File: src/design/imp_defs.svh
// offsets, field positions, reset values and vector numbers of the interrupt controller
`ifndef IMP_DEFS_SVH
`define IMP_DEFS_SVH
// register byte offsets
`define IMP_LSEL_A_OFS 8'h00
`define IMP_LSEL_B_OFS 8'h04
`define IMP_LSEL_C_OFS 8'h08
`define IMP_LSEL_D_OFS 8'h0c
`define IMP_CTRL_OFS 8'h10
`define IMP_STATE_OFS 8'h14
`define IMP_EVT_STAT_OFS 8'h18
`define IMP_EVT_CLR_OFS 8'h1c
`define IMP_EVT_EN_OFS 8'h20
// reset values
`define IMP_LSEL_RST 8'h00
`define IMP_CTRL_RST 1'b0
`define IMP_EVT_EN_RST 3'h0
// event bit positions
`define IMP_EVT_TAKEN 0
`define IMP_EVT_NMI 1
`define IMP_EVT_RSVD 2
`define IMP_EVT_W 3
// vector numbers
`define IMP_VEC_NMI 7'h07
`define IMP_VEC_EXT2 7'h12
`define IMP_VEC_EXT3 7'h13
`define IMP_VEC_ABRK 7'h1b
`define IMP_VEC_CONV 7'h1c
`define IMP_VEC_CYC0 7'h30
`define IMP_VEC_CYC1 7'h31
`define IMP_VEC_IR 7'h5d
`define IMP_VEC_RSVD_LO 7'h70
`define IMP_NVEC 128
`endif

File: src/design/imp_pkg.sv
// shared types of the interrupt controller
package imp_pkg;
  typedef logic [6:0] imp_vec_t;
  typedef logic [23:0] imp_addr_t;
  typedef enum logic {IMP_MODE_PLAIN, IMP_MODE_TWO_BIT} imp_mode_t;
endpackage

File: src/design/imp_first_set.sv
// lowest set bit finder over the vector space
`timescale 1ns/1ps
module imp_first_set
  import imp_pkg::*;
(
  input wire logic [127:0] req,
  output logic found,
  output imp_pkg::imp_vec_t idx
);
  // ===========================================
  // scan
  // lower vector number wins among equals
  always_comb begin
    found = 1'b0;
    idx = 7'h00;
    for (int i = 127; i >= 0; i--) begin
      if (req[i]) begin
        found = 1'b1;
        idx = 7'(i);
      end
    end
  end
endmodule // imp_first_set

File: src/design/imp_evt_stat.sv
// sticky event status with enable and write-one-to-clear
`timescale 1ns/1ps
`include "imp_defs.svh"
module imp_evt_stat (
  input wire logic ref_clk,
  input wire logic rst,
  input wire logic [`IMP_EVT_W-1:0] evt,
  input wire logic clr_we,
  input wire logic en_we,
  input wire logic [`IMP_EVT_W-1:0] wdata,
  output logic [`IMP_EVT_W-1:0] stat_r,
  output logic [`IMP_EVT_W-1:0] en_r,
  output logic irq
);
  // ===========================================
  // status
  // a set in the same cycle as its clear survives
  always_ff @(posedge ref_clk) begin
    if (rst) begin
      stat_r <= '0;
    end else begin
      stat_r <= (stat_r & ~(clr_we ? wdata : '0)) | evt;
    end
  end
  // ===========================================
  // enable
  always_ff @(posedge ref_clk) begin
    if (rst) begin
      en_r <= `IMP_EVT_EN_RST;
    end else if (en_we) begin
      en_r <= wdata;
    end
  end
  assign irq = |(stat_r & en_r);
endmodule // imp_evt_stat

File: src/design/imp_ctrl.sv
// interrupt mask, priority and vectoring controller with wishbone registers
//
// The register addresses and the Wishbone register port were chosen for this implementation.
`timescale 1ns/1ps
`include "imp_defs.svh"
// Operation
// - both bits set: mask all except nmi, break
// - level zero accepted only with disable clear
// - level one accepted unless both bits set
// - select bit one moves sources to level one
// - order: nmi, level one, break, level zero
// - conversion end uses vector 28
// - pulse unit zero: vectors 34-38, one bit
// - cycle timer channels merge onto 48, 49
// - second serial channel uses vectors 88-91
// - two-wire channels use vectors 92, 94, 95
// - infrared sources merge onto vector 93
// - keyboard tx and first edge share vectors
// - host bus uses vectors 106 through 111
// - reserved vectors are never requested
module imp_ctrl
  import imp_pkg::*;
(
  input wire logic ref_clk,
  input wire logic rst,
  input wire logic wb_cyc_i,
  input wire logic wb_stb_i,
  input wire logic wb_we_i,
  input wire logic [7:0] wb_adr_i,
  input wire logic [3:0] wb_sel_i,
  input wire logic [31:0] wb_dat_i,
  output logic [31:0] wb_dat_o,
  output logic wb_ack_o,
  output logic irq_o,
  input wire logic [127:0] src_req,
  input wire logic nmi_req,
  input wire logic addr_break_req,
  input wire logic [4:0] cyc0_irqs,
  input wire logic [4:0] cyc1_irqs,
  input wire logic [5:0] infrared_irqs,
  input wire logic [3:0] kbd_tx_done_irqs,
  input wire logic [3:0] kbd_first_edge_irqs,
  input wire logic int_disable,
  input wire logic user_irq_flag,
  input wire logic vec_take,
  output logic vec_valid,
  output imp_pkg::imp_vec_t vec_num_r,
  output imp_pkg::imp_addr_t vec_addr_r
);
  import imp_pkg::*;

  // ===========================================
  // source to level-select bit map
  // returns {valid, register, bit}; register a is 0
  function automatic logic [5:0] lsel_idx(input imp_vec_t v);
    logic [5:0] r;
    r = 6'h00;
    if (v == `IMP_VEC_EXT2 || v == `IMP_VEC_EXT3) r = {1'b1, 2'd0, 3'd5};
    else if (v == 7'd25) r = {1'b1, 2'd0, 3'd1};
    else if (v == 7'd26) r = {1'b1, 2'd0, 3'd0};
    else if (v == `IMP_VEC_CONV) r = {1'b1, 2'd1, 3'd7};
    else if (v == 7'd33) r = {1'b1, 2'd3, 3'd4};
    else if (v >= 7'd34 && v <= 7'd38) r = {1'b1, 2'd3, 3'd3};
    else if (v >= 7'd39 && v <= 7'd42) r = {1'b1, 2'd3, 3'd2};
    else if (v >= 7'd43 && v <= 7'd46) r = {1'b1, 2'd3, 3'd1};
    else if (v == `IMP_VEC_CYC0) r = {1'b1, 2'd1, 3'd6};
    else if (v >= 7'd88 && v <= 7'd91) r = {1'b1, 2'd2, 3'd5};
    else if (v == 7'd92) r = {1'b1, 2'd2, 3'd4};
    else if (v == `IMP_VEC_IR) r = {1'b1, 2'd1, 3'd4};
    else if (v == 7'd94 || v == 7'd95) r = {1'b1, 2'd2, 3'd3};
    else if (v >= 7'd96 && v <= 7'd103) r = {1'b1, 2'd1, 3'd0};
    else if (v == 7'd104 || (v >= 7'd106 && v <= 7'd111)) r = {1'b1, 2'd2, 3'd1};
    return r;
  endfunction

  // sources that exist; everything else, reserved ranges included, is dropped
  function automatic logic vec_exists(input imp_vec_t v);
    logic [5:0] li;
    li = lsel_idx(v);
    return li[5] || v == `IMP_VEC_CYC1 || v == `IMP_VEC_NMI || v == `IMP_VEC_ABRK;
  endfunction

  // ===========================================
  // registers
  logic [7:0] lsel_a_r, lsel_b_r, lsel_c_r, lsel_d_r;
  imp_mode_t mode_r;
  logic [31:0] lsel_flat;
  logic [`IMP_EVT_W-1:0] evt_stat, evt_en, evt;
  logic bus_req, wr_en, rd_hit;
  logic [31:0] rd_nxt;
  logic [127:0] pend_r, raw_req, exist_mask, lvl1_mask, lvl1_ok, lvl0_ok;
  logic lvl1_found, lvl0_found, sel_found;
  imp_vec_t lvl1_idx, lvl0_idx, sel_idx;
  logic mask_lvl0, mask_lvl1;

  assign lsel_flat = {lsel_d_r, lsel_c_r, lsel_b_r, lsel_a_r};
  assign bus_req = wb_cyc_i & wb_stb_i & ~wb_ack_o;
  assign wr_en = bus_req & wb_we_i & wb_sel_i[0];

  // ===========================================
  // wishbone slave: answers one cycle after the request
  always_ff @(posedge ref_clk) begin
    if (rst) begin
      wb_ack_o <= 1'b0;
    end else begin
      wb_ack_o <= bus_req;
    end
  end

  always_ff @(posedge ref_clk) begin
    if (rst) begin
      lsel_a_r <= `IMP_LSEL_RST;
      lsel_b_r <= `IMP_LSEL_RST;
      lsel_c_r <= `IMP_LSEL_RST;
      lsel_d_r <= `IMP_LSEL_RST;
      mode_r <= IMP_MODE_PLAIN;
    end else if (wr_en) begin
      if (wb_adr_i == `IMP_LSEL_A_OFS) begin
        lsel_a_r <= wb_dat_i[7:0];
      end else if (wb_adr_i == `IMP_LSEL_B_OFS) begin
        lsel_b_r <= wb_dat_i[7:0];
      end else if (wb_adr_i == `IMP_LSEL_C_OFS) begin
        lsel_c_r <= wb_dat_i[7:0];
      end else if (wb_adr_i == `IMP_LSEL_D_OFS) begin
        lsel_d_r <= wb_dat_i[7:0];
      end else if (wb_adr_i == `IMP_CTRL_OFS) begin
        mode_r <= imp_mode_t'(wb_dat_i[0]);
      end
    end
  end

  always_comb begin
    rd_nxt = 32'h0000_0000;
    if (wb_adr_i == `IMP_LSEL_A_OFS) begin
      rd_nxt = {24'h00_0000, lsel_a_r};
    end else if (wb_adr_i == `IMP_LSEL_B_OFS) begin
      rd_nxt = {24'h00_0000, lsel_b_r};
    end else if (wb_adr_i == `IMP_LSEL_C_OFS) begin
      rd_nxt = {24'h00_0000, lsel_c_r};
    end else if (wb_adr_i == `IMP_LSEL_D_OFS) begin
      rd_nxt = {24'h00_0000, lsel_d_r};
    end else if (wb_adr_i == `IMP_CTRL_OFS) begin
      rd_nxt = {31'h0000_0000, mode_r};
    end else if (wb_adr_i == `IMP_STATE_OFS) begin
      rd_nxt = {16'h0000, vec_valid, vec_num_r, 6'h00, pend_r[`IMP_VEC_ABRK], pend_r[`IMP_VEC_NMI]};
    end else if (wb_adr_i == `IMP_EVT_STAT_OFS) begin
      rd_nxt = {29'h0000_0000, evt_stat};
    end else if (wb_adr_i == `IMP_EVT_EN_OFS) begin
      rd_nxt = {29'h0000_0000, evt_en};
    end
  end

  // read data only changes on an accepted read; unmapped reads return zero
  assign rd_hit = bus_req & ~wb_we_i;
  always_ff @(posedge ref_clk) begin
    if (rst) begin
      wb_dat_o <= 32'h0000_0000;
    end else if (rd_hit) begin
      wb_dat_o <= rd_nxt;
    end
  end

  // ===========================================
  // request collection
  always_comb begin
    raw_req = src_req;
    raw_req[`IMP_VEC_NMI] = nmi_req;
    raw_req[`IMP_VEC_ABRK] = addr_break_req;
    raw_req[`IMP_VEC_CYC0] = src_req[`IMP_VEC_CYC0] | (|cyc0_irqs);
    raw_req[`IMP_VEC_CYC1] = src_req[`IMP_VEC_CYC1] | (|cyc1_irqs);
    raw_req[`IMP_VEC_IR] = src_req[`IMP_VEC_IR] | (|infrared_irqs);
    raw_req[99] = src_req[99] | kbd_tx_done_irqs[0] | kbd_first_edge_irqs[0];
    raw_req[100] = src_req[100] | kbd_tx_done_irqs[1] | kbd_first_edge_irqs[1];
    raw_req[101] = src_req[101] | kbd_tx_done_irqs[2] | kbd_first_edge_irqs[2];
    raw_req[103] = src_req[103] | kbd_tx_done_irqs[3] | kbd_first_edge_irqs[3];
  end

  always_comb begin
    logic [5:0] li;
    li = 6'h00;
    exist_mask = '0;
    lvl1_mask = '0;
    for (int v = 0; v < `IMP_NVEC; v++) begin
      li = lsel_idx(7'(v));
      exist_mask[v] = vec_exists(7'(v));
      lvl1_mask[v] = li[5] && lsel_flat[li[4:0]];
    end
    lvl1_mask[`IMP_VEC_NMI] = 1'b0;
    lvl1_mask[`IMP_VEC_ABRK] = 1'b0;
  end

  // pending requests are held until the core takes them; a new request beats the take
  always_ff @(posedge ref_clk) begin
    if (rst) begin
      pend_r <= '0;
    end else begin
      for (int v = 0; v < `IMP_NVEC; v++) begin
        if (raw_req[v] && exist_mask[v]) begin
          pend_r[v] <= 1'b1;
        end else if (vec_take && vec_valid && vec_num_r == 7'(v)) begin
          pend_r[v] <= 1'b0;
        end
      end
    end
  end

  // ===========================================
  // masking and priority
  // plain mode ignores the user bit and the level select
  assign mask_lvl0 = int_disable;
  assign mask_lvl1 = (mode_r == IMP_MODE_TWO_BIT) ? (int_disable & user_irq_flag) : int_disable;

  always_comb begin
    lvl1_ok = '0;
    lvl0_ok = '0;
    if (mode_r == IMP_MODE_TWO_BIT && !mask_lvl1) begin
      lvl1_ok = pend_r & lvl1_mask;
    end
    if (!mask_lvl0) begin
      lvl0_ok = pend_r & ~((mode_r == IMP_MODE_TWO_BIT) ? lvl1_mask : '0);
    end
    lvl0_ok[`IMP_VEC_NMI] = 1'b0;
    lvl0_ok[`IMP_VEC_ABRK] = 1'b0;
  end

  imp_first_set u_lvl1 (
    .req(lvl1_ok),
    .found(lvl1_found),
    .idx(lvl1_idx)
  );

  imp_first_set u_lvl0 (
    .req(lvl0_ok),
    .found(lvl0_found),
    .idx(lvl0_idx)
  );

  always_comb begin
    sel_found = 1'b1;
    if (pend_r[`IMP_VEC_NMI]) begin
      sel_idx = `IMP_VEC_NMI;
    end else if (lvl1_found) begin
      sel_idx = lvl1_idx;
    end else if (pend_r[`IMP_VEC_ABRK]) begin
      sel_idx = `IMP_VEC_ABRK;
    end else begin
      sel_idx = lvl0_idx;
      sel_found = lvl0_found;
    end
  end

  // vector registered; a take clears the offer for one cycle so a stale vector is not taken twice
  always_ff @(posedge ref_clk) begin
    if (rst) begin
      vec_valid <= 1'b0;
      vec_num_r <= 7'h00;
      vec_addr_r <= 24'h00_0000;
    end else begin
      vec_valid <= sel_found & ~vec_take;
      vec_num_r <= sel_idx;
      vec_addr_r <= {15'h0000, sel_idx, 2'b00};
    end
  end

  // ===========================================
  // events and interrupt output
  always_comb begin
    evt = '0;
    evt[`IMP_EVT_TAKEN] = vec_take & vec_valid;
    evt[`IMP_EVT_NMI] = vec_take & vec_valid & (vec_num_r == `IMP_VEC_NMI);
    evt[`IMP_EVT_RSVD] = |(raw_req & ~exist_mask);
  end

  imp_evt_stat u_evt (
    .ref_clk(ref_clk),
    .rst(rst),
    .evt(evt),
    .clr_we(wr_en && wb_adr_i == `IMP_EVT_CLR_OFS),
    .en_we(wr_en && wb_adr_i == `IMP_EVT_EN_OFS),
    .wdata(wb_dat_i[`IMP_EVT_W-1:0]),
    .stat_r(evt_stat),
    .en_r(evt_en),
    .irq(irq_o)
  );

  // ===========================================
  // checks
  property p_nmi_first;
    @(posedge ref_clk) disable iff (rst) pend_r[`IMP_VEC_NMI] |=> vec_num_r == `IMP_VEC_NMI;
  endproperty
  a_nmi_first: assert property (p_nmi_first) else $error("nmi not ranked first");

  property p_lvl0_held;
    @(posedge ref_clk) disable iff (rst)
      vec_valid && $past(int_disable) && vec_num_r != `IMP_VEC_NMI && vec_num_r != `IMP_VEC_ABRK
      |-> mode_r == IMP_MODE_TWO_BIT && lvl1_mask[vec_num_r];
  endproperty
  a_lvl0_held: assert property (p_lvl0_held) else $error("level zero delivered while disabled");

  property p_both_set;
    @(posedge ref_clk) disable iff (rst)
      vec_valid && $past(int_disable & user_irq_flag) |-> vec_num_r == `IMP_VEC_NMI || vec_num_r == `IMP_VEC_ABRK;
  endproperty
  a_both_set: assert property (p_both_set) else $error("maskable vector with both bits set");

  property p_addr_x4;
    @(posedge ref_clk) disable iff (rst) vec_valid |-> vec_addr_r == {15'h0000, vec_num_r, 2'b00};
  endproperty
  a_addr_x4: assert property (p_addr_x4) else $error("vector address mismatch");

  property p_no_rsvd;
    @(posedge ref_clk) disable iff (rst) vec_valid |-> vec_num_r < `IMP_VEC_RSVD_LO && vec_num_r != 7'd105;
  endproperty
  a_no_rsvd: assert property (p_no_rsvd) else $error("reserved vector offered");

  property p_conv_kept;
    @(posedge ref_clk) disable iff (rst)
      src_req[`IMP_VEC_CONV] ##1 !(vec_take && vec_valid && vec_num_r == `IMP_VEC_CONV) |=> pend_r[`IMP_VEC_CONV];
  endproperty
  a_conv_kept: assert property (p_conv_kept) else $error("conversion end request lost");

  property p_cyc0_merge;
    @(posedge ref_clk) disable iff (rst) |cyc0_irqs |=> pend_r[`IMP_VEC_CYC0];
  endproperty
  a_cyc0_merge: assert property (p_cyc0_merge) else $error("timer request not on vector 48");

  property p_ir_merge;
    @(posedge ref_clk) disable iff (rst) |infrared_irqs |=> pend_r[`IMP_VEC_IR];
  endproperty
  a_ir_merge: assert property (p_ir_merge) else $error("infrared request not on vector 93");

  property p_ack_pulse;
    @(posedge ref_clk) disable iff (rst) wb_ack_o |=> !wb_ack_o;
  endproperty
  a_ack_pulse: assert property (p_ack_pulse) else $error("bus ack held two cycles");
endmodule // imp_ctrl

File: config.mk
export PLATFORM = sky130hd
export DESIGN_NAME = imp_ctrl
export DESIGN_NICKNAME = d
export VERILOG_FILES = /design/src/design/imp_pkg.sv /design/src/design/imp_first_set.sv /design/src/design/imp_evt_stat.sv /design/src/design/imp_ctrl.sv
export VERILOG_INCLUDE_DIRS = /design/src /design/src/design
export SDC_FILE = /design/constraint.sdc
export NUM_CORES = 1
export LEC_CHECK = 0
export ABC_AREA = 0
export BUFFER_PORTS_ARGS = -buffer_cell sky130_fd_sc_hd__buf_2
export CORE_ASPECT_RATIO = 0.6
export CORE_MARGIN = 2
export CORE_UTILIZATION = 45
export DETAILED_ROUTE_END_ITERATION = 16
export PLACE_DENSITY = 0.76
export SETUP_SLACK_MARGIN = 0.3
export SLEW_MARGIN = 20
export SYNTH_ARGS = -nofsm -noshare
export SYNTH_HDL_FRONTEND = slang
export SYNTH_SLANG_ARGS = --single-unit
export TNS_END_PERCENT = 1
File: constraint.sdc
create_clock -name ref_clk -period 2.5 [get_ports ref_clk]
set_input_delay 0.125 -clock ref_clk [delete_from_list [all_inputs] [get_ports ref_clk]]
set_output_delay 0.125 -clock ref_clk [all_outputs]
set_load 0.1 [all_outputs]
==> impl_summary.txt, run 1 <==
----------------------------------------------------
[Placement]
  Number of placed instances, taps included ... around 1,300
  Final weighted congestion in routability-driven placement ... approximately 1.1
  Cell Area, Placed ... between 0.008 and 0.009 sq mm
  DPL Wire Length ... 21,600 microns
  Dpl ws ... around 0.065 ns
  Input/output buffers ... 209

[Power]
  Switching Power ... 1.65 mW
  Sequential cell fraction of total power ... 0.427
  Fraction of power spent switching nets ... 0.365
  Power density normalized to cell area ... a little over 500 mW/mm^2
  Leak pwr ... slightly below 4 nW
  Portion of total power attributed to the clock network ... 0.316
  Combinational share of power ... 0.257
  IR Drop Worst-Case VDD ... 0.000329 V
  Pint ... 2.88 mW

[Timing]
  Setup TNS Final ... 0 ns
  Least-Margin Pin Slew ... a little under 0.7 ns
  Headroom to the max-slew limit ... 0.545
  Unrepaired setup endpoints after global routing ... true
  Part of the cycle the worst path needs ... 0.959
  Worst setup slack after layout ... about 0.10 ns
  Minimum clock period after layout ... 2.40 ns
  Final setup viols ... 0
  Final number of hold-violating endpoints ... 0
  Clock Skews ... 0.0125 ns
  Final number of max-transition violations ... 0
  Max Clk Rate ... 417 MHz

[Floorplanning]
  Width of the die ... between 150 and 200 microns
  Die outline area ... 0.0157 sq mm
  Core ar. ... 0.0144 sq mm
  Standard-cell row count ... 34
  Die H ... 97.9 microns
  Initial core utilization ... 0.458
  I/O pin cnt ... 272

[Setup path]
  Endpoint required time on the critical path ... 2.72 ns
  Slowest cell delay on critical path ... 0.40 ns
  Category of the most critical setup path ... flop to flop
  Count of cells along the worst register-to-register path ... 8
  WP data arrival ... 2.62 ns
  Series of cell instances along the critical path ... buf_12, a21boi_0, nor2_1, nor2_1, o21ai_0, a211o_1, a31oi_1, o32ai_1
  Crit path max-delay cell type ... sky130_fd_sc_hd__dfxtp_1
  Endpoint type of the worst setup path ... flop
  Largest fanout on the critical path ... 11
  Type of element launching the critical path ... flop
  Cell mode on critical path ... sky130_fd_sc_hd__nor2_1

[Layout]
  Number of nets at the end of the flow ... about 1,400
  Inserted Diodes ... 0
  Area growth from synthesis to layout ... 33.2%
  Non-Filler Instances ... ~1,400
  Filler cell count in the final layout ... 1,356
  Share of final-layout standard cells stronger than drive strength 1 ... 0.295
  Non-Filler Cell Area, Final ... 0.00880 sq mm

[Synth]
  Warnings from Yosys ... 0
  Count of cell types in the netlist ... 76
  Instance count of the mapped netlist ... just under 900
  Most used flip-flop cell after synthesis ... sky130_fd_sc_hd__dfxtp_1
  Average footprint of a synthesized cell ... 7.47 sq um
  Post-Syn Area ... 0.00661 sq mm
  Number of flops mapped to enable cells by yosys ... 0
  Share of the yosys chip area belonging to registers ... 0.333
  Share of synthesized registers carrying an async set or reset ... 0
  #FFs+latches synth ... 110

[GRT]
  Number of antenna violations at the first check in global routing ... 0
  Vias in the first global route ... around 7,100
  Total congestion overflow ... 0
  Largest net degree at the start of global routing ... 51
  First-pass GRT wire length ... 41,000 microns
  Global-route usage over all layers ... 0.336

[Detailed routing]
  First-iteration detailed-routing DRC count ... 892
  Post-route antenna net violation count ... 0
  Overall routed net length ... 26,900 microns
  Post-DR wirelength/cell ... 19.6 microns
  Routed via count ... 7,909
  Routed via count divided by cell count ... 5.78
  Final routed DRC violation total ... 0
  Number of search-and-repair iterations in the first detailed-routing pass ... 6

[Run status]
  Status ... complete, no violations

[Clocking]
  Number of buffers inserted to repair setup after CTS ... 0
  Sinks on Clock Net ... between 100 and 150
  Clock buffer depth ... 2
  Clock tree from TritonCTS ... yes
  Root buffer cell ... sky130_fd_sc_hd__clkbuf_16
  Deepest level of the CTS H-tree ... 3
  TritonCTS Buffers ... 9
  Source-to-sink clock delay at the later pin of the worst-skew pair ... roughly 0.36 ns
  Clock-pin slew reported for the worst setup and hold paths after clock tree synthesis ... 0.09 ns

[Flow run]
  Max Cap Violations ... 0

[Min path]
  Number of instances on the worst hold path ... 3
  Worst hold-check path type ... input pin to flop

----------------------------------------------------
## through the flow
step	power [mW]	util	hold WS (ns)
5_1_grt	4.66	0.610	0.0120
6_report	4.52	0.610	0.00171
3_5_place_dp	3.07	0.574	0.334
4_1_cts	4.49	0.610	0.00120
2_1_floorplan	2.72	-	0.203
3_3_place_gp	3.06	0.574	0.332
## sequential cells by signal, summed over array words and instances, names as in the netlist, 3 cells and up
name          cells
u_evt.stat_r      3
lsel_c_r          8
u_evt.en_r        3
lsel_d_r          8
vec_addr_r        7
lsel_a_r          8
wb_dat_o         16
lsel_b_r          8
pend_r           46
## routing by layer
metal | up-vias | track usage | share of wire
li1 | 3734 | - | -
met1 | 3644 | 0.521 | 0.46
met2 | 505 | 0.431 | 0.37
met3 | 26 | 0.141 | 0.16
met4 | 0 | 0.0381 | 0.0070
met5 | - | 0 | 0
## cells by family after synthesis
group	Yosys count	synth area share
compound gates	296	0.284
buf+inv	129	0.0973
flops	110	0.333
mux	30	0.0458
other cells	1	0.000567
simple gates	319	0.239
## synth_stat cells, types with 4 or more instances
cell | n | area [sq um]
sky130_fd_sc_hd__dfxtp_1 | 110 | 2200
sky130_fd_sc_hd__nor2_1 | 100 | 375
sky130_fd_sc_hd__a21oi_1 | 95 | 475
sky130_fd_sc_hd__o21ai_0 | 78 | 390
sky130_fd_sc_hd__nand2_1 | 75 | 282
sky130_fd_sc_hd__inv_1 | 48 | 180
sky130_fd_sc_hd__buf_4 | 40 | 300
sky130_fd_sc_hd__clkbuf_1 | 32 | 120
sky130_fd_sc_hd__mux2i_1 | 28 | 280
sky130_fd_sc_hd__nor4_1 | 28 | 175
sky130_fd_sc_hd__nand3_1 | 26 | 130
sky130_fd_sc_hd__nor3_1 | 17 | 85.1
sky130_fd_sc_hd__a31oi_1 | 14 | 87.6
sky130_fd_sc_hd__nor2b_1 | 12 | 75.1
sky130_fd_sc_hd__a22oi_1 | 11 | 82.6
sky130_fd_sc_hd__nand2b_1 | 10 | 62.6
sky130_fd_sc_hd__nand4_1 | 8 | 50.1
sky130_fd_sc_hd__a21o_1 | 7 | 52.6
sky130_fd_sc_hd__a221oi_1 | 7 | 61.3
sky130_fd_sc_hd__o31ai_1 | 7 | 52.6
sky130_fd_sc_hd__buf_2 | 6 | 30.0
sky130_fd_sc_hd__o21a_1 | 6 | 45.0
sky130_fd_sc_hd__a221o_1 | 5 | 50.1
sky130_fd_sc_hd__and2_1 | 5 | 31.3
sky130_fd_sc_hd__and3_1 | 5 | 31.3
sky130_fd_sc_hd__o22ai_1 | 5 | 31.3
sky130_fd_sc_hd__a211oi_1 | 4 | 30.0
sky130_fd_sc_hd__a21boi_0 | 4 | 30.0
sky130_fd_sc_hd__nor3b_1 | 4 | 30.0
sky130_fd_sc_hd__or2_2 | 4 | 25.0
## layout make-up
cell class,count,area (sq um),area share
Clock buffer,11,233,0.0264
Clock inverter,5,51.3,0.00583
Inverter,48,180,0.0205
Multi-Input combinational cell,678,3930,0.447
Sequential cell,110,2210,0.251
Tap cell,198,248,0.0281
Timing Repair Buffer,319,1950,0.221
## timing repair
| action | 4_1_cts | 5_1_grt |
|---|---|---|
| setup endpoints to repair | 6 | 8 |
| resized for setup | 7 | 2 |
| endpoints found under the hold margin | 18 | 0 |
| hold buffers | 20 | 0 |
| pin swaps | 1 | 0 |
## worst paths after layout
kind / slack [ns] / to / startpoint
setup / recovery: 0.10 / vec_addr_r[2] / mode_r
hold / removal: 0.002 / pend_r[109] / src_req[109]
setup reg to reg: 0.10 / vec_addr_r[2] / mode_r
hold reg to reg: 0.46 / lsel_c_r[7] / lsel_c_r[7]
## critical path, delay by kind of cell (launching register included)
family / cells / cell delay (ns)
DFF: 1 / 0.40
and+or+nand+nor: 2 / 0.47
AOI/OAI and AO/OA: 5 / 1.22
buffers and inverters: 1 / 0.18
## power by group through the flow
stage | registers, mW | logic (mW) | clock network (mW)
final | 1.93 | 1.16 | 1.43
after global routing | 1.94 | 1.22 | 1.50
after CTS | 1.92 | 1.14 | 1.44
after detailed placement | 1.96 | 1.10 | 0
after global placement | 1.96 | 1.10 | 0
after floorplan | 2.05 | 0.670 | 0
## layout by cell type (no fill, tap or decap), types with 5 or more instances in the layout
cell / n
sky130_fd_sc_hd__and2_1: 5
sky130_fd_sc_hd__a31oi_1: 14
sky130_fd_sc_hd__and3_1: 5
sky130_fd_sc_hd__dlygate4sd3_1: 20
sky130_fd_sc_hd__o22ai_1: 5
sky130_fd_sc_hd__nor4_1: 28
sky130_fd_sc_hd__a22oi_1: 11
sky130_fd_sc_hd__nand3_1: 26
sky130_fd_sc_hd__a21o_1: 7
sky130_fd_sc_hd__a21oi_1: 95
sky130_fd_sc_hd__o21a_1: 6
sky130_fd_sc_hd__buf_2: 208
sky130_fd_sc_hd__nand2b_1: 10
sky130_fd_sc_hd__a221oi_1: 7
sky130_fd_sc_hd__nor2b_1: 12
sky130_fd_sc_hd__buf_4: 89
sky130_fd_sc_hd__a221o_1: 5
sky130_fd_sc_hd__conb_1: 33
sky130_fd_sc_hd__nor3_1: 16
sky130_fd_sc_hd__inv_1: 48
sky130_fd_sc_hd__nor2_1: 99
sky130_fd_sc_hd__dfxtp_1: 107
sky130_fd_sc_hd__o31ai_1: 7
sky130_fd_sc_hd__o21ai_0: 78
sky130_fd_sc_hd__mux2i_1: 28
sky130_fd_sc_hd__clkbuf_16: 9
sky130_fd_sc_hd__nand2_1: 75
sky130_fd_sc_hd__nand4_1: 8
Note: power is estimated with default switching activity, not from simulation.
==> inputs of run 2 (changes only) <==
Settings changed: BUFFER_PORTS_ARGS -buffer_cell sky130_fd_sc_hd__buf_2 to -buffer_cell sky130_fd_sc_hd__buf_4.
==> run 2 against run 1 <==
Effect of this change:
- global-route usage rose by 0.47 points
- design area is 3.6% higher
- total power rose by 3.7%
- non-clock buffer count decreased by 26
- routed wire length increased by 1.0%
- critical path depth shrank 1
- hold slack improved by 0.0036 ns
- fmax grew 3.5%
- setup slack improved by 0.081 ns
- register-to-register slack improved by 0.08 ns
- critical path type unchanged
==> impl_summary.txt, run 2 (synthesis gave the netlist of run 1 again) <==
----------------------------------------------------
[Layout]
  Largest register FFs ... 46
  Inserted Diodes ... 0
  Non-Filler Instances ... 1,342
  Filler cell count in the final layout ... 1,333
  Non-Filler Cell Area, Final ... 0.00912 sq mm
  Largest register by flop count ... pend_r
  Biggest regs ... pend_r: 46 flops, wb_dat_o: 16 flops
  Commonest non-fill, non-tap cells in the layout ... sky130_fd_sc_hd__buf_4 (276), sky130_fd_sc_hd__dfxtp_1 (105), sky130_fd_sc_hd__nor2_1 (99), sky130_fd_sc_hd__a21oi_1 (95), sky130_fd_sc_hd__o21ai_0 (77)
  Area growth from synthesis to layout ... 38.0%
  Number of nets at the end of the flow ... 1,346
  Most common library cell in the layout ignoring fill and taps ... sky130_fd_sc_hd__buf_4
  Share of final-layout standard cells stronger than drive strength 1 ... 0.287

[Clocking]
  Clock-pin slew reported for the worst setup and hold paths after clock tree synthesis ... ~0.080 ns
  TritonCTS Buffers ... 9
  Deepest level of the CTS H-tree ... 3
  Sinks on Clock Net ... 110
  Clock buffer depth ... 2
  Source-to-sink clock delay at the later pin of the worst-skew pair ... 0.35 ns
  Clock tree from TritonCTS ... yes
  Root buffer cell ... sky130_fd_sc_hd__clkbuf_16

[GRT]
  Largest net degree at the start of global routing ... 50
  First-pass GRT wire length ... 41,400 microns
  Number of antenna violations at the first check in global routing ... 0
  Vias in the first global route ... between 7,000 and 8,000
  Total congestion overflow ... 0
  Global-route usage over all layers ... 0.340

[Power]
  Sequential cell fraction of total power ... 0.412
  Portion of total power attributed to the clock network ... 0.325
  Pint ... 3.04 mW
  IR Drop Worst-Case VDD ... 0.000375 V
  Power consumption ... 4.69 mW
  Power density normalized to cell area ... between 500 and 600 mW/mm^2
  Switching Power ... 1.65 mW
  Fraction of power spent switching nets ... 0.352
  Combinational share of power ... 0.263
  Leak pwr ... roughly 4.0 nW

[Flow run]
  Max Cap Violations ... 0

[Placement]
  Number of placed instances, taps included ... between 1,000 and 1,500
  Cell Area, Placed ... roughly 0.0086 sq mm
  DPL Wire Length ... 21,700 microns
  Final weighted congestion in routability-driven placement ... 1.06
  Input/output buffers ... 209

[Setup path]
  Count of cells along the worst register-to-register path ... 7
  Crit path max-delay cell type ... sky130_fd_sc_hd__or4_4
  CP startpoint ... pend_r[90]
  Largest fanout on the critical path ... 7
  Reg-to-reg slack, setup ... roughly 0.18 ns
  WP data arrival ... 2.55 ns
  Endpoint required time on the critical path ... 2.73 ns
  Endpoint type of the worst setup path ... flop
  Slowest cell delay on critical path ... ~0.58 ns
  Type of element launching the critical path ... flop
  Cell mode on critical path ... sky130_fd_sc_hd__a21oi_1
  Category of the most critical setup path ... flop to flop
  Reg2reg end ... vec_addr_r[5]
  Series of cell instances along the critical path ... or4_4, and2_1, nor3_2, a21oi_1, or4_1, a21oi_1, o22ai_1
  Worst r2r src ... pend_r[90]

[Timing]
  Setup TNS Final ... 0 ns
  Final setup viols ... 0
  Max Clk Rate ... 432 MHz
  Unrepaired setup endpoints after global routing ... true
  Clock Skews ... 0.00575 ns
  Part of the cycle the worst path needs ... 0.927
  Final number of max-transition violations ... 0
  Least-Margin Pin Slew ... 0.665 ns
  Minimum clock period after layout ... ~2.3 ns
  Headroom to the max-slew limit ... 0.556
  Worst hold slack ... roughly 0.0053 ns
  Final number of hold-violating endpoints ... 0

[Detailed routing]
  Overall routed net length ... roughly 27,000 microns
  Post-route antenna net violation count ... 0
  Routed via count divided by cell count ... 5.85
  Post-DR wirelength/cell ... approximately 20 microns
  First-iteration detailed-routing DRC count ... 919
  Final routed DRC violation total ... 0
  Number of search-and-repair iterations in the first detailed-routing pass ... 6
  Routed via count ... 7,846

[Floorplanning]
  Die outline area ... 0.0157 sq mm
  I/O pin cnt ... 272
  Core ar. ... 0.0144 sq mm
  Die H ... 97.9 microns
  Width of the die ... 160 microns
  Initial core utilization ... 0.458
  Standard-cell row count ... 34

[Min path]
  Worst hold path startpoint ... src_req[107]
  Number of instances on the worst hold path ... 3
  Worst hold-check path type ... input pin to flop
  Endpoint, Worst Hold ... pend_r[107]

[Run status]
  Status ... complete, no violations

----------------------------------------------------
-- run 2: worst max-delay path by stage --
stage | end | depth (start not counted)
final | vec_addr_r[5] | 7
after floorplan | wb_dat_o[2] | 6
after detailed placement | vec_addr_r[5] | 7
after global placement | vec_addr_r[5] | 7
after global routing | vec_addr_r[3] | 7
after CTS | vec_addr_r[5] | 7
-- run 2: power by group through the flow --
stage          combinational [mW]  sequential (mW)  clock (mW)
2_1_floorplan               0.670             2.05           0
4_1_cts                      1.21             1.92        1.54
3_3_place_gp                 1.18             1.96           0
3_5_place_dp                 1.18             1.96           0
6_report                     1.23             1.93        1.52
5_1_grt                      1.30             1.94        1.61
-- run 2: routing by layer --
| metal | routed length, microns | global-route usage | share of wire |
|---|---|---|---|
| met5 | 0 | 0 | 0 |
| met4 | 283 | 0.0610 | 0.010 |
| met3 | 4410 | 0.144 | 0.16 |
| met2 | 10400 | 0.448 | 0.38 |
| met1 | 12100 | 0.511 | 0.45 |
-- run 2: per-stage QoR --
| step | utilization | setup slack (ns) |
|---|---|---|
| 6_report | 0.632 | 0.183 |
| 2_1_floorplan | - | 0.241 |
| 4_1_cts | 0.631 | 0.182 |
| 3_5_place_dp | 0.597 | 0.0766 |
| 5_1_grt | 0.632 | 0.0890 |
| 3_3_place_gp | 0.597 | 0.142 |
-- run 2: layout make-up --
cell class	instances	area (sq um)	area share
multi-input cells	678	3930	0.431
inverters	48	180	0.0198
repair buffers	293	2250	0.247
clock buffers	9	225	0.0247
well taps	198	248	0.0272
clock inverters	6	76.3	0.00837
flip-flops and latches	110	2210	0.242
-- run 2: critical path, delay by kind of cell, from the launching register on --
kind | cells | cell delay (ns)
simple gates | 4 | 1.44
compound gates | 3 | 0.39
flops | 1 | 0.37
-- run 2: what timing repair did --
action / in CTS / in global routing
hold buffers: 16 / 0
resized for setup: 5 / 7
setup buffers: 0 / 0
hold endpoints to repair: 14 / 0
pin swaps: 2 / 2
endpoints found under the setup margin: 8 / 8
==> inputs of run 3 (changes only) <==
Settings changed: HOLD_SLACK_MARGIN set to 0.06.
==> run 3 against run 2 <==
Effect of this change:
- clock skew increased by 0.0019 ns
- die area unchanged
- routed wire length increased by 3.6%
- highest routed layer unchanged
==> impl_summary.txt, run 3 (synthesis gave the netlist of run 1 again) <==
----------------------------------------------------
[Layout]
  Number of nets at the end of the flow ... about 1,400
  Largest register FFs ... 46
  Non-Filler Cell Area, Final ... ~0.0096 sq mm
  Inserted Diodes ... 0
  Share of final-layout standard cells stronger than drive strength 1 ... 0.276
  Biggest regs ... pend_r: 46 flops, wb_dat_o: 16 flops
  Filler cell count in the final layout ... around 1,300
  Largest register by flop count ... pend_r
  Most common library cell in the layout ignoring fill and taps ... sky130_fd_sc_hd__buf_4
  Area growth from synthesis to layout ... 45.0%
  Commonest non-fill, non-tap cells in the layout ... sky130_fd_sc_hd__buf_4 (276), sky130_fd_sc_hd__dfxtp_1 (105), sky130_fd_sc_hd__nor2_1 (99), sky130_fd_sc_hd__a21oi_1 (95), sky130_fd_sc_hd__o21ai_0 (77)

[Floorplanning]
  Die outline area ... 0.0157 sq mm
  Standard-cell row count ... 34
  I/O pin cnt ... 272
  Core ar. ... 0.0144 sq mm
  Width of the die ... 160 microns
  Die H ... 97.9 microns
  Initial core utilization ... 0.458

[Setup path]
  Count of cells along the worst register-to-register path ... 7
  Type of element launching the critical path ... flop
  Series of cell instances along the critical path ... or4_4, and2_1, nor3_2, a21oi_1, or4_1, a21oi_1, o22ai_1
  Worst r2r src ... pend_r[90]
  Slowest cell delay on critical path ... 0.58 ns
  Crit path max-delay cell type ... sky130_fd_sc_hd__or4_4
  Category of the most critical setup path ... flop to flop
  Endpoint type of the worst setup path ... flop
  Endpoint required time on the critical path ... 2.73 ns
  Cell mode on critical path ... sky130_fd_sc_hd__a21oi_1
  Largest fanout on the critical path ... 7
  CP startpoint ... pend_r[90]
  Reg-to-reg slack, setup ... 0.18 ns
  WP data arrival ... about 2.6 ns

[Power]
  IR Drop Worst-Case VDD ... 0.000368 V
  Pint ... 3.09 mW
  Switching Power ... 1.67 mW
  Fraction of power spent switching nets ... 0.351
  Leak pwr ... 4.19 nW
  Portion of total power attributed to the clock network ... 0.321
  Sequential cell fraction of total power ... 0.406
  Power density normalized to cell area ... 497 mW/mm^2
  Combinational share of power ... 0.272

[Timing]
  Final number of hold-violating endpoints ... 0
  Minimum clock period after layout ... 2.32 ns
  Setup TNS Final ... 0 ns
  Clock Skews ... roughly 0.0077 ns
  Part of the cycle the worst path needs ... 0.927
  Final setup viols ... 0
  Headroom to the max-slew limit ... 0.552
  Final number of max-transition violations ... 0
  Least-Margin Pin Slew ... 0.671 ns
  Max Clk Rate ... around 430 MHz
  Unrepaired setup endpoints after global routing ... true

[Detailed routing]
  Routed via count divided by cell count ... 5.83
  Post-route antenna net violation count ... 0
  Final routed DRC violation total ... 0
  Number of search-and-repair iterations in the first detailed-routing pass ... 8
  Routed via count ... 8,092
  First-iteration detailed-routing DRC count ... 958
  Overall routed net length ... 28,100 microns
  Post-DR wirelength/cell ... 20.3 microns

[GRT]
  Largest net degree at the start of global routing ... 50
  Vias in the first global route ... 7,584
  First-pass GRT wire length ... 42,900 microns
  Total congestion overflow ... 0
  Grt met3 use ... 0.147
  Number of antenna violations at the first check in global routing ... 0
  GR met1 Demand/Resource ... 0.520
  Global-route usage over all layers ... 0.352
  Routing usage on met2 ... 0.474
  Highest-utilization routing layer at the global route stage ... met1

[Clocking]
  Root buffer cell ... sky130_fd_sc_hd__clkbuf_16
  Clock-pin slew reported for the worst setup and hold paths after clock tree synthesis ... 0.08 ns
  Clock tree from TritonCTS ... yes
  Clock buffer depth ... 2
  TritonCTS Buffers ... 9
  Sinks on Clock Net ... 110
  Deepest level of the CTS H-tree ... 3
  Source-to-sink clock delay at the later pin of the worst-skew pair ... 0.36 ns
  Number of buffers inserted to repair setup after CTS ... 0

[Min path]
  Worst hold path startpoint ... wb_dat_i[1]
  Number of instances on the worst hold path ... 3
  Worst hold-check path type ... input pin to flop

[Placement]
  DPL Wire Length ... 21,700 microns
  Cell Area, Placed ... 0.00861 sq mm
  Input/output buffers ... roughly 210
  Final weighted congestion in routability-driven placement ... 1.06

[Run status]
  Status ... complete, no violations

[Flow run]
  Max Cap Violations ... 0

----------------------------------------------------
-- run 3: cell types whose count changed in the layout (fill, tap and decap cells not counted) --
cell / delta
sky130_fd_sc_hd__dlygate4sd3_1: +46
-- run 3: cell type report --
type                       count  area [sq um]  share of cell area
clock inverter                 6          76.3             0.00797
tap                          198           248              0.0259
multi-input combinational    678          3930               0.410
sequential                   110          2210               0.230
clock buffer                   9           225              0.0235
timing repair buffer         339          2710               0.283
inverter                      48           180              0.0188
-- run 3: final timing paths --
check                                endpoint
worst min register to register    lsel_c_r[0]
worst min-delay path              lsel_b_r[1]
worst max register to register  vec_addr_r[5]
worst max-delay path            vec_addr_r[5]
-- run 3: timing repair --
action | CTS | global route
pin swaps | 2 | 2
hold buffers | 62 | 0
hold endpoints to repair | 63 | 0
resized for setup | 5 | 7
endpoints found under the setup margin | 8 | 9
-- run 3: worst max-delay path, delay by kind of cell, from the launching register on --
kind,cells,cell delay (ns)
compound gates,3,0.39
flops,1,0.36
simple gates,4,1.44
-- run 3: power by group through the flow --
stage	registers [mW]	logic [mW]	clock network [mW]
after floorplan	2.05	0.670	0
after global placement	1.96	1.18	0
after detailed placement	1.96	1.18	0
after CTS	1.92	1.26	1.54
after global routing	1.94	1.36	1.61
final	1.93	1.30	1.53
-- run 3: routing by layer --
layer	vias up	part of all wire
met1	3801	0.45
li1	3764	-
met4	0	0.012
met2	491	0.39
met3	36	0.15
met5	-	0
-- run 3: through the flow --
step | setup WS (ns) | hold WS, ns | std cells | power, mW | util
3_3_place_gp | 0.142 | 0.331 | 1311 | 3.14 | 0.597
5_1_grt | 0.0890 | 0.0767 | 1388 | 4.91 | 0.664
2_1_floorplan | 0.241 | 0.203 | 917 | 2.72 | -
6_report | 0.182 | 0.0763 | 1388 | 4.76 | 0.664
4_1_cts | 0.182 | 0.0605 | 1388 | 4.72 | 0.663
3_5_place_dp | 0.0766 | 0.345 | 1311 | 3.15 | 0.597
